**src/psw_defs.svh**
```systemverilog
// Function
// RQ1: Status word at D0, carry down to parity.
// RQ2: Bank field maps R0-R7 to four banks.
// RQ3: Parity flag tracks accumulator odd ones.
// RQ4: Aux carry records low nibble carry.
// RQ5: Reset input active high, synchronised internally.
// RQ6: Reset held high two machine cycles minimum.
// RQ7: Reset acts second cycle, repeats while high.
// RQ8: 256-byte data memory, separate 256-byte extended.
// RQ9: 128-byte special register space, separate.
// RQ10: 64K external data and program spaces.
// RQ11: Map bit steers window to mapped registers.
// RQ12: Map bit never cleared by hardware; the core reset and resetn clear it here.
// RQ13: Arithmetic sets carry, overflow; user flags software.
`ifndef PSW_DEFS_SVH
`define PSW_DEFS_SVH
`define ADDR_PSW        8'hD0
`define ADDR_SYSTEM_CONTROL_REGISTER     8'hB1
`define ADDR_ACC        8'hE0
`define ADDR_POWER_CONTROL_SECOND      8'h88
`define ADDR_VR0        8'hFC
`define ADDR_VR1        8'hFD
`define ADDR_VR2        8'hFE
`define PSW_RESET       8'h00
`define SYSTEM_CONTROL_REGISTER_RESET    8'h20
`define SYSTEM_CONTROL_REGISTER_MASK     8'h31
`define ACC_RESET       8'h00
`define POWER_CONTROL_SECOND_RESET     8'h00
`define VR0_VALUE       8'hA5
`define VR1_VALUE       8'h5A
`define VR2_VALUE       8'h3C
`define BIT_CY          7
`define BIT_AC          6
`define BIT_F0          5
`define BIT_RS1         4
`define BIT_RS0         3
`define BIT_OV          2
`define BIT_F1          1
`define BIT_P           0
`define BIT_MAP         4
`define OSC_PER_MC      12
`define RESET_MC_MIN    2
`define IDATA_BYTES     256
`define XDATA_BYTES     256
`define SFR_BYTES       128
`define EXT_SPACE_BYTES 65536
`endif

```
**src/psw_pkg.sv**
```systemverilog
package psw_pkg;
  typedef enum logic [2:0] {
    OP_NONE,
    OP_ADD,
    OP_ADDC,
    OP_SUBB,
    OP_MUL,
    OP_DIV
  } alu_op_t;

  typedef struct packed {
    logic    valid;
    alu_op_t op;
    logic [7:0] a;
    logic [7:0] b;
  } alu_req_t;

  typedef struct packed {
    logic [7:0] addr;
    logic [7:0] wdata;
    logic       wr;
    logic       rd;
  } sfr_bus_t;

  typedef struct packed {
    logic [7:0] psw;
    logic [7:0] system_control_register;
    logic [7:0] acc;
    logic [7:0] power_control_second;
    logic [7:0] rdata;
    logic [1:0] rst_sync;
    logic       core_reset;
    logic [3:0] osc_cnt;
    logic       mc_tick;
  } state_t;
endpackage : psw_pkg

```
**src/cpu_status_word_and_reset.sv**
```systemverilog
`include "psw_defs.svh"
`timescale 1ns/1ps
`default_nettype none
module cpu_status_word_and_reset (
  input  wire logic            ref_clk,
  input  wire logic            resetn,
  input  wire logic            reset_pin,
  input  wire psw_pkg::sfr_bus_t bus,
  input  wire psw_pkg::alu_req_t alu,
  output var  logic [7:0]      rdata,
  output var  logic [7:0]      program_status_word,
  output var  logic [7:0]      bank_base,
  output var  logic            sfr_map_select,
  output var  logic            core_reset,
  output var  logic            machine_cycle
);
  import psw_pkg::*;

  state_t s_reg;
  state_t s_next;

  // ****************************************************************
  // Arithmetic flag computation
  // ****************************************************************
  logic [8:0]  sum9;
  logic [4:0]  sum5;
  logic [15:0] prod;
  logic [7:0]  res;
  logic        cy_n;
  logic        ac_n;
  logic        ov_n;
  logic        flags_upd;
  logic        ac_upd;
  logic        cin;

  always_comb begin
    cin       = (alu.op == OP_ADDC || alu.op == OP_SUBB) ? s_reg.psw[`BIT_CY] : 1'b0;
    sum9      = 9'h000;
    sum5      = 5'h00;
    prod      = 16'h0000;
    res       = s_reg.acc;
    cy_n      = s_reg.psw[`BIT_CY];
    ac_n      = s_reg.psw[`BIT_AC];
    ov_n      = s_reg.psw[`BIT_OV];
    flags_upd = 1'b0;
    ac_upd    = 1'b0;
    if (alu.valid) begin
      unique case (alu.op)
        OP_NONE: begin
          res = s_reg.acc;
        end
        OP_ADD, OP_ADDC: begin
          sum9      = {1'b0, alu.a} + {1'b0, alu.b} + {8'h00, cin};
          sum5      = {1'b0, alu.a[3:0]} + {1'b0, alu.b[3:0]} + {4'h0, cin};
          res       = sum9[7:0];
          cy_n      = sum9[8]; // [RQ13]
          ac_n      = sum5[4]; // [RQ4]
          ov_n      = (alu.a[7] == alu.b[7]) && (res[7] != alu.a[7]); // [RQ13]
          flags_upd = 1'b1;
          ac_upd    = 1'b1;
        end
        OP_SUBB: begin
          sum9      = {1'b0, alu.a} - {1'b0, alu.b} - {8'h00, cin};
          sum5      = {1'b0, alu.a[3:0]} - {1'b0, alu.b[3:0]} - {4'h0, cin};
          res       = sum9[7:0];
          cy_n      = sum9[8]; // [RQ13]
          ac_n      = sum5[4]; // [RQ4]
          ov_n      = (alu.a[7] != alu.b[7]) && (res[7] != alu.a[7]); // [RQ13]
          flags_upd = 1'b1;
          ac_upd    = 1'b1;
        end
        OP_MUL: begin
          prod      = {8'h00, alu.a} * {8'h00, alu.b};
          res       = prod[7:0];
          cy_n      = 1'b0; // [RQ13]
          ov_n      = (prod[15:8] != 8'h00); // [RQ13]
          flags_upd = 1'b1;
        end
        OP_DIV: begin
          // A zero divisor leaves the quotient undefined; the accumulator takes the dividend.
          res       = (alu.b == 8'h00) ? alu.a : alu.a / alu.b;
          cy_n      = 1'b0; // [RQ13]
          ov_n      = (alu.b == 8'h00); // [RQ13]
          flags_upd = 1'b1;
        end
        default: begin
          res = s_reg.acc;
        end
      endcase
    end
  end

  // ****************************************************************
  // Register file and reset sequencing
  // ****************************************************************
  logic       sel_std;
  logic       sel_map;
  logic [7:0] rd_val;
  logic [7:0] psw_w;

  always_comb begin
    s_next = s_reg;
    // One machine cycle lasts twelve clocks, the clock standing in for the oscillator.
    s_next.mc_tick = 1'b0;
    if (s_reg.osc_cnt == 4'(`OSC_PER_MC - 1)) begin
      s_next.osc_cnt = 4'h0;
      s_next.mc_tick = 1'b1;
    end else begin
      s_next.osc_cnt = s_reg.osc_cnt + 4'h1;
    end
    // Sampled once per machine cycle; the core reset asserts in the second high cycle
    // and repeats every cycle while the pin stays high. [RQ5] [RQ7]
    if (s_reg.mc_tick) begin
      s_next.rst_sync   = {s_reg.rst_sync[0], reset_pin}; // [RQ5]
      s_next.core_reset = s_next.rst_sync[1] & s_next.rst_sync[0]; // [RQ7]
    end

    sel_std = 1'b0;
    sel_map = 1'b0;
    if (bus.addr[7]) begin // [RQ9]
      sel_map = s_reg.system_control_register[`BIT_MAP]; // [RQ11]
      sel_std = ~s_reg.system_control_register[`BIT_MAP]; // [RQ11]
    end

    psw_w = s_reg.psw;
    if (alu.valid) begin
      s_next.acc = res;
    end
    if (flags_upd) begin
      psw_w[`BIT_CY] = cy_n;
      psw_w[`BIT_OV] = ov_n;
    end
    if (ac_upd) begin
      psw_w[`BIT_AC] = ac_n;
    end

    if (bus.wr && sel_std) begin
      unique case (bus.addr)
        `ADDR_PSW: psw_w = bus.wdata; // [RQ1] [RQ13]
        `ADDR_ACC: s_next.acc = bus.wdata;
        `ADDR_SYSTEM_CONTROL_REGISTER: s_next.system_control_register = bus.wdata & `SYSTEM_CONTROL_REGISTER_MASK; // [RQ12]
        default: begin
        end
      endcase
    end
    if (bus.wr && sel_map && bus.addr == `ADDR_POWER_CONTROL_SECOND) begin
      s_next.power_control_second = bus.wdata; // [RQ11]
    end
    // System control sits in both windows so software can always leave mapped mode.
    if (bus.wr && sel_map && bus.addr == `ADDR_SYSTEM_CONTROL_REGISTER) begin
      s_next.system_control_register = bus.wdata & `SYSTEM_CONTROL_REGISTER_MASK; // [RQ12]
    end

    psw_w[`BIT_P] = ^s_next.acc; // [RQ3]
    s_next.psw = psw_w;

    rd_val = 8'h00;
    if (sel_std) begin
      unique case (bus.addr)
        `ADDR_PSW: rd_val = s_reg.psw; // [RQ1]
        `ADDR_ACC: rd_val = s_reg.acc;
        `ADDR_SYSTEM_CONTROL_REGISTER: rd_val = s_reg.system_control_register;
        default: rd_val = 8'h00;
      endcase
    end else if (sel_map) begin
      unique case (bus.addr)
        `ADDR_POWER_CONTROL_SECOND: rd_val = s_reg.power_control_second; // [RQ11]
        `ADDR_VR0: rd_val = `VR0_VALUE;
        `ADDR_VR1: rd_val = `VR1_VALUE;
        `ADDR_VR2: rd_val = `VR2_VALUE;
        `ADDR_SYSTEM_CONTROL_REGISTER: rd_val = s_reg.system_control_register;
        default: rd_val = 8'h00;
      endcase
    end
    s_next.rdata = bus.rd ? rd_val : 8'h00;

    // The core reset returns the registers it owns, but not the sequencer itself.
    if (s_reg.core_reset) begin // [RQ7]
      s_next.psw    = `PSW_RESET;
      s_next.acc    = `ACC_RESET;
      s_next.system_control_register = `SYSTEM_CONTROL_REGISTER_RESET;
      s_next.power_control_second  = `POWER_CONTROL_SECOND_RESET;
    end
  end

  always_ff @(posedge ref_clk) begin
    if (!resetn) begin
      s_reg.psw        <= `PSW_RESET;
      s_reg.system_control_register     <= `SYSTEM_CONTROL_REGISTER_RESET;
      s_reg.acc        <= `ACC_RESET;
      s_reg.power_control_second      <= `POWER_CONTROL_SECOND_RESET;
      s_reg.rdata      <= 8'h00;
      s_reg.rst_sync   <= 2'b00;
      s_reg.core_reset <= 1'b0;
      s_reg.osc_cnt    <= 4'h0;
      s_reg.mc_tick    <= 1'b0;
    end else begin
      s_reg <= s_next;
    end
  end

  // ****************************************************************
  // Outputs
  // ****************************************************************
  // Bank base is the flag field times eight, a flop copy of the word. [RQ2]
  logic [7:0] bank_base_reg;
  always_ff @(posedge ref_clk) begin
    if (!resetn) begin
      bank_base_reg <= 8'h00;
    end else begin
      bank_base_reg <= {3'b000, s_next.psw[`BIT_RS1:`BIT_RS0], 3'b000}; // [RQ2] [RQ8]
    end
  end

  assign rdata               = s_reg.rdata;
  assign program_status_word = s_reg.psw;
  assign bank_base           = bank_base_reg;
  assign sfr_map_select      = s_reg.system_control_register[`BIT_MAP];
  assign core_reset          = s_reg.core_reset;
  assign machine_cycle       = s_reg.mc_tick;
  // Address widths of the memory spaces ride on the defines; the external
  // 64K spaces are outside this block. [RQ10]
endmodule : cpu_status_word_and_reset
`default_nettype wire

```
**config.mk**
```make
export PLATFORM = sky130hd
export DESIGN_NAME = cpu_status_word_and_reset
export DESIGN_NICKNAME = d
export VERILOG_FILES = /design/src/psw_pkg.sv /design/src/cpu_status_word_and_reset.sv
export VERILOG_INCLUDE_DIRS = /design/src
export SDC_FILE = /design/constraint.sdc
export NUM_CORES = 1
export LEC_CHECK = 0
export BUFFER_PORTS_ARGS = -buffer_cell sky130_fd_sc_hd__buf_4
export CORE_UTILIZATION = 60
export DETAILED_ROUTE_END_ITERATION = 8
export GPL_ROUTABILITY_DRIVEN = 0
export PLACE_DENSITY = 0.81
export RECOVER_POWER = 25
export SLEW_MARGIN = 15
export SYNTH_ARGS = -nofsm -noshare
export SYNTH_HDL_FRONTEND = slang
export SYNTH_SLANG_ARGS = --single-unit
```
**constraint.sdc**
```tcl
create_clock -name ref_clk -period 23.8 [get_ports ref_clk]
set_input_delay 3.57 -clock ref_clk [delete_from_list [all_inputs] [get_ports ref_clk]]
set_output_delay 3.57 -clock ref_clk [all_outputs]
set_load 0.1 [all_outputs]
```
==> flow_metrics.env, run 1 <==
export IMPL_syn_inst=889
export IMPL_start_util_pct=62.6
export IMPL_drc=0
export IMPL_die_width_um=109
export IMPL_cts_max_level=2
export IMPL_via_count=6497
export IMPL_end_kind="register"
export IMPL_grt_pass1_wl_mm=29.4
export IMPL_drt_vias_per_instance=6.15
export IMPL_synthToLayoutAreaGrowth_pct=7.15
export IMPL_clkTransAtPathRegs_ps=50
export IMPL_min_path_type="register to register"
export IMPL_path_class="input pin to register"
export IMPL_slew_violations=0
export IMPL_critPathLaunchType="input pin"
export IMPL_die_h_um=109
export IMPL_period_share_pct=62.7
export IMPL_synth_top_cell_area_share_pct=18.1
export IMPL_rsz0062_at_grt="no"
export IMPL_holdCritStartpoint="s_reg[1]"
export IMPL_track_usage_pct=31.6
export IMPL_fin_tns_setup_ps=0
export IMPL_hold_buffers=0
export IMPL_dieArea_mm2=0.0119
export IMPL_synth_edf_count=0
export IMPL_nets=1096
export IMPL_antenna_left=0
export IMPL_startpoint="alu[7]"
export IMPL_port_buffers=61
export IMPL_timing_rr_start="program_status_word[7]"
export IMPL_postSynth_asyncResetShare_pct=0
export IMPL_wl_mm=18.0
export IMPL_netlist_top_cells_area="ha_1 (18%), dfxtp_1 (12%), fa_1 (12%)"
export IMPL_ys_flop_type="dfxtp_1"
export IMPL_leakagePower_uw=0.00332
export IMPL_diodes=0
export IMPL_yosys_warnings=0
export IMPL_skew_ps=9.43
export IMPL_synth_cell_type_count=70
export IMPL_ctsResizeCount=0
export IMPL_final_area_mm2=0.00740
export IMPL_drv_cap=0
export IMPL_yosysMostFrequentCell="nor2_1"
export IMPL_synth_top_area_cell="ha_1"
export IMPL_clk_path_buf_depth=2
export IMPL_peakVddDrop_v=0.0000575
export IMPL_core_area_mm2=0.0110
export IMPL_largest_reg_flops=23
export IMPL_dpl_cell_area_mm2=0.00728
export IMPL_drive_above_1_share_pct=9.72
export IMPL_hold_violations=0
export IMPL_drt_iter0_markers=647
export IMPL_grt_antenna_before_repair=0
export IMPL_syn_cell_area_mm2=0.00691
export IMPL_grt_pass1_vias=6114
export IMPL_arrival_ps=15040
export IMPL_boundaryPins=68
export IMPL_finalCriticalPeriod_ps=14920
export IMPL_cts_tree="built"
export IMPL_avgSynthCellArea_um2=7.77
export IMPL_cts_buffers=5
export IMPL_root_buffer="clkbuf_16"
export IMPL_detail_route_first_pass_iterations=5
export IMPL_cts_sinks=42
export IMPL_max_freq_ghz=0.0670
export IMPL_worstPathRequired_ps=23930
export IMPL_ys_seq_elements=42
export IMPL_worst_pin_slew_ps=1170
export IMPL_max_slew_margin_pct=22.3
export IMPL_path_common_cell="ha_1"
export IMPL_power_density_mw_per_mm2=53.6
export IMPL_dp_hpwl_mm=14.2
export IMPL_setup_viol=0
export IMPL_seq_area_frac_synth_pct=12.2
export IMPL_crit_fanout=10
export IMPL_clk_latency_ps=290
export IMPL_slowest_stage="or4_1"
export IMPL_overflow=0
export IMPL_std_cell_rows=38
export IMPL_grt_max_degree=28
export IMPL_synthTopCellsByCount="nor2_1 (102), ha_1 (100), inv_1 (84), nand2_1 (77), a21oi_1 (60)"
export IMPL_slowest_delay_ps=690
export IMPL_status="completed"
export IMPL_postCtsSetupBuffers=0
export IMPL_wl_per_cell_um=17.0
-- stage by stage --
| stage | instances | hold slack [ps] | utilization (%) | total power, uW | worst slack, ps |
|---|---|---|---|---|---|
| 2_1_floorplan | 894 | 417 | - | 272 | 10280 |
| 3_3_place_gp | 1048 | 429 | 66.0 | 319 | 9220 |
| 3_5_place_dp | 1048 | 438 | 66.0 | 324 | 8750 |
| 4_1_cts | 1056 | 446 | 67.4 | 394 | 9030 |
| 5_1_grt | 1056 | 468 | 67.1 | 432 | 7910 |
| 6_report | 1056 | 443 | 67.1 | 396 | 8880 |
-- worst max-delay path: cells and delay by family --
kind / cells / cell delay, ps
compound gates: 22 / 5110
xor+xnor: 2 / 440
fa+ha+maj: 7 / 2260
buf+inv: 1 / 160
mux: 3 / 1140
simple gates: 9 / 2330
-- final cells by class --
cell class / count / area (um^2)
fill: 966 / 3630
clock inverter: 2 / 12.5
inverter: 94 / 353
multi-input combinational: 709 / 5440
timing repair buffer: 63 / 439
sequential: 42 / 841
tap: 140 / 175
clock buffer: 6 / 139
-- logic make-up after synthesis --
kind of cell    share of synthesized area (%)
fa+ha+maj                                29.7
simple gates                             20.6
flops                                    12.2
other cells                            0.0543
compound gates                           19.5
xor+xnor                                 4.89
buf+inv                                  9.31
mux                                      3.79
-- path summary, 6_finish.rpt --
kind                                          endpoint  slack [ps]  cells past startpoint
worst min register to register                s_reg[1]         440                      1
worst max register to register  program_status_word[0]       19990                     12
worst max-delay path            program_status_word[0]        8880                     44
worst min-delay path                          s_reg[1]         440                      1
-- report_power, final --
group	internal, uW	leakage, uW	switching [uW]
sequential	73.0	0.000341	1.85
clock	41.5	0.0000729	28.6
combinational	104	0.00290	148
-- placed cells by master, fill, tap and decap left out, types with 5 or more instances in the layout --
cell type / instances
nand2b_1: 11
o211ai_1: 6
a31oi_1: 10
or2_2: 5
a21o_1: 5
o21ai_0: 31
a21oi_1: 60
nor2_1: 102
dfxtp_1: 42
nor2b_1: 13
a211oi_1: 7
ha_1: 100
clkinv_1: 10
buf_4: 54
nor3_1: 26
and3_1: 8
mux2_4: 5
nand2_1: 77
clkbuf_16: 5
nor4_1: 8
o31ai_1: 7
fa_1: 40
inv_1: 84
mux2_2: 13
o22ai_1: 5
xnor2_1: 27
a221oi_1: 7
a22oi_1: 8
xor2_1: 9
o21a_1: 13
nand3_1: 20
or3_1: 7
clkbuf_1: 9
conb_1: 6
-- metal layers --
| layer | vias to the layer above | wire [um] | global-route usage (%) |
|---|---|---|---|
| met2 | 275 | 8070 | 51.4 |
| met4 | 0 | 405 | 8.48 |
| met3 | 30 | 1510 | 4.62 |
| met1 | 3044 | 7990 | 43.9 |
| met5 | - | 0 | 0 |
| li1 | 3148 | - | - |
Note: power is estimated with default switching activity, not from simulation.
==> run 2, diff against run 1 <==
- ABC_AREA: default -> 1
- PLACE_DENSITY: 0.81 -> 0.8
- clock period: 23.8 -> 14.9 ns (I/O delays scaled with it)
==> run 2 against run 1 <==
Against the previous run:
- register-to-register slack worse by 8400 ps
- utilization down 1.3 points
- synthesized cell count up 32%
- synthesized area up 8.1%
- critical path type unchanged
- cell count up 29%
- sequential power up 56%
- highest routed layer unchanged
- global-route usage down 1.9 points
- combinational power up 57%
- worst setup slack worse by 5300 ps
==> flow_metrics.env, run 2 <==
export IMPL_reg2reg_depth=25
export IMPL_holdPathEnd="s_reg[1]"
export IMPL_leakagePower_uw=0.00446
export IMPL_finalCriticalPeriod_ps=11280
export IMPL_grt_max_degree=21
export IMPL_fillCellCount=1120
export IMPL_timing_rr_start="program_status_word[7]"
export IMPL_layout_commonest_cell="nand2_1"
export IMPL_boundaryPins=68
export IMPL_arrival_ps=11470
export IMPL_period_share_pct=75.7
export IMPL_fin_tns_setup_ps=0
export IMPL_setup_viol=0
export IMPL_hold_depth=1
export IMPL_synth_top_area_cell="ha_1"
export IMPL_critPathLaunchType="input pin"
export IMPL_clk_path_buf_depth=2
export IMPL_grt_antenna_before_repair=0
export IMPL_diodes=0
export IMPL_synthToLayoutAreaGrowth_pct=6.37
export IMPL_dp_hpwl_mm=14.6
export IMPL_root_buffer="clkbuf_16"
export IMPL_synth_top_cell_area_share_pct=16.8
export IMPL_cts_buffers=5
export IMPL_timing_hold_ws_ps=453
export IMPL_min_path_type="register to register"
export IMPL_antenna_left=0
export IMPL_avgSynthCellArea_um2=6.38
export IMPL_post_route_util_pct=65.8
export IMPL_syn_cell_area_mm2=0.00746
export IMPL_grt_pass1_wl_mm=30.8
export IMPL_track_usage_pct=29.7
export IMPL_synthTopCellsByCount="nand2_1 (282), inv_1 (248), ha_1 (100), nor2_1 (87), nand3_1 (64)"
export IMPL_skew_ps=7.23
export IMPL_die_width_um=114
export IMPL_ff_latch_area_um2=841
export IMPL_hold_buffers=0
export IMPL_clk_latency_ps=290
export IMPL_multi_input_area_mm2=0.00538
export IMPL_max_freq_ghz=0.0887
export IMPL_synth_cell_type_count=46
export IMPL_routedLengthMet1_mm=8.12
export IMPL_ys_flop_type="dfxtp_1"
export IMPL_dieArea_mm2=0.0129
export IMPL_postSynth_asyncResetShare_pct=0
export IMPL_rsz0062_at_grt="no"
export IMPL_overflow=0
export IMPL_netlist_top_cells_area="ha_1 (17%), nand2_1 (14%), inv_1 (12%)"
export IMPL_std_cell_rows=40
export IMPL_worstPathRequired_ps=15090
export IMPL_holdCritStartpoint="s_reg[1]"
export IMPL_slowest_stage="ha_1"
export IMPL_drv_cap=0
export IMPL_cts_tree="built"
export IMPL_total_power_uw=617
export IMPL_worst_pin_slew_ps=1170
export IMPL_port_buffers=61
export IMPL_clkTransAtPathRegs_ps=60
export IMPL_rr_endpoint="program_status_word[0]"
export IMPL_syn_inst=1170
export IMPL_drc=0
export IMPL_synth_edf_count=0
export IMPL_top_layer="met4"
export IMPL_via_count=7179
export IMPL_max_slew_margin_pct=22.2
export IMPL_crit_fanout=13
export IMPL_ys_seq_elements=42
export IMPL_postCtsSetupBuffers=0
export IMPL_detail_route_first_pass_iterations=6
export IMPL_cts_sinks=42
export IMPL_cts_max_level=2
export IMPL_startpoint="alu[0]"
export IMPL_start_util_pct=61.9
export IMPL_hold_violations=0
export IMPL_largest_reg_flops=23
export IMPL_seq_area_frac_synth_pct=11.3
export IMPL_slew_violations=0
export IMPL_route_met2_wl_mm=8.55
export IMPL_reg2reg_slack_ps=11630
export IMPL_end_kind="register"
export IMPL_grt_pass1_vias=6753
export IMPL_path_class="input pin to register"
export IMPL_drt_vias_per_instance=5.28
export IMPL_slowest_delay_ps=350
export IMPL_wl_per_cell_um=13.4
export IMPL_drt_iter0_markers=616
export IMPL_final_cell_mix="nand2_1 (282), inv_1 (248), ha_1 (100)"
export IMPL_power_density_mw_per_mm2=77.7
export IMPL_path_common_cell="nand2_1"
export IMPL_wl_met3_mm=1.15
export IMPL_core_area_mm2=0.0121
export IMPL_status="completed"
export IMPL_drive_above_1_share_pct=8.56
export IMPL_wl_mm=18.3
export IMPL_yosys_warnings=0
export IMPL_nets=1372
export IMPL_ctsResizeCount=0
export IMPL_yosysMostFrequentCell="nand2_1"
export IMPL_die_h_um=114
export IMPL_peakVddDrop_v=0.0000637
[run 2: cell types whose count changed in the layout (fill, tap and decap cells not counted), moves of 14 or more]
cell and delta:
nand2_1 +205, inv_1 +164, nand3_1 +44, o21ai_0 +25, xnor2_1 -20, nor3_1 -18, nor2_1 -15, xor2_1 +14
[run 2: power by group]
part           leakage (uW)  switching [uW]  internal, uW
Combinational       0.00405             245           149
Sequential         0.000340            1.44           115
Clock             0.0000708            43.8          62.1
[run 2: worst max-delay path by stage]
stage	cells after the start	slack [ps]	end
3_3_place_gp	70	3870	program_status_word[0]
2_1_floorplan	72	4640	program_status_word[0]
4_1_cts	71	3740	program_status_word[0]
6_report	70	3620	program_status_word[0]
5_1_grt	69	2620	program_status_word[0]
3_5_place_dp	71	3470	program_status_word[0]
[run 2: cells by family after synthesis]
| kind of cell | after synthesis | synth area share [%] |
|---|---|---|
| other | 1 | 0.0502 |
| AO/OA/AOI/OAI | 167 | 13.0 |
| AND/OR/NAND/NOR | 487 | 27.8 |
| adder cells (fa/ha/maj) | 140 | 27.5 |
| buffers and inverters | 303 | 16.9 |
| XOR/XNOR | 30 | 3.52 |
| flip-flops | 42 | 11.3 |
[run 2: layout make-up]
class	count	share of cell area (%)
clock buffer	6	1.62
tap	168	2.65
clock inverter	2	0.173
multi-input combinational	830	67.8
inverter	251	11.9
sequential	42	10.6
timing repair buffer	61	5.34
[run 2: per-layer routing]
metal | up-vias | track usage [%]
met3 | 40 | 4.30
met1 | 3248 | 38.9
met5 | - | 0
li1 | 3667 | -
met4 | 0 | 8.51
met2 | 224 | 50.9
[run 2: worst max-delay path: cells and delay by family]
| family | cells | cell delay [ps] |
|---|---|---|
| AO/OA/AOI/OAI | 16 | 2610 |
| buffers and inverters | 7 | 1240 |
| adder cells (fa/ha/maj) | 8 | 2460 |
| AND/OR/NAND/NOR | 39 | 2920 |
[run 2: per-stage QoR]
step / cells / setup WS [ps] / area (um^2)
CTS: 1360 / 3740 / 7970
floorplan: 1175 / 4640 / 7480
global placement: 1352 / 3870 / 7830
detailed placement: 1352 / 3470 / 7830
global route: 1360 / 2620 / 7940
finish: 1360 / 3620 / 7940
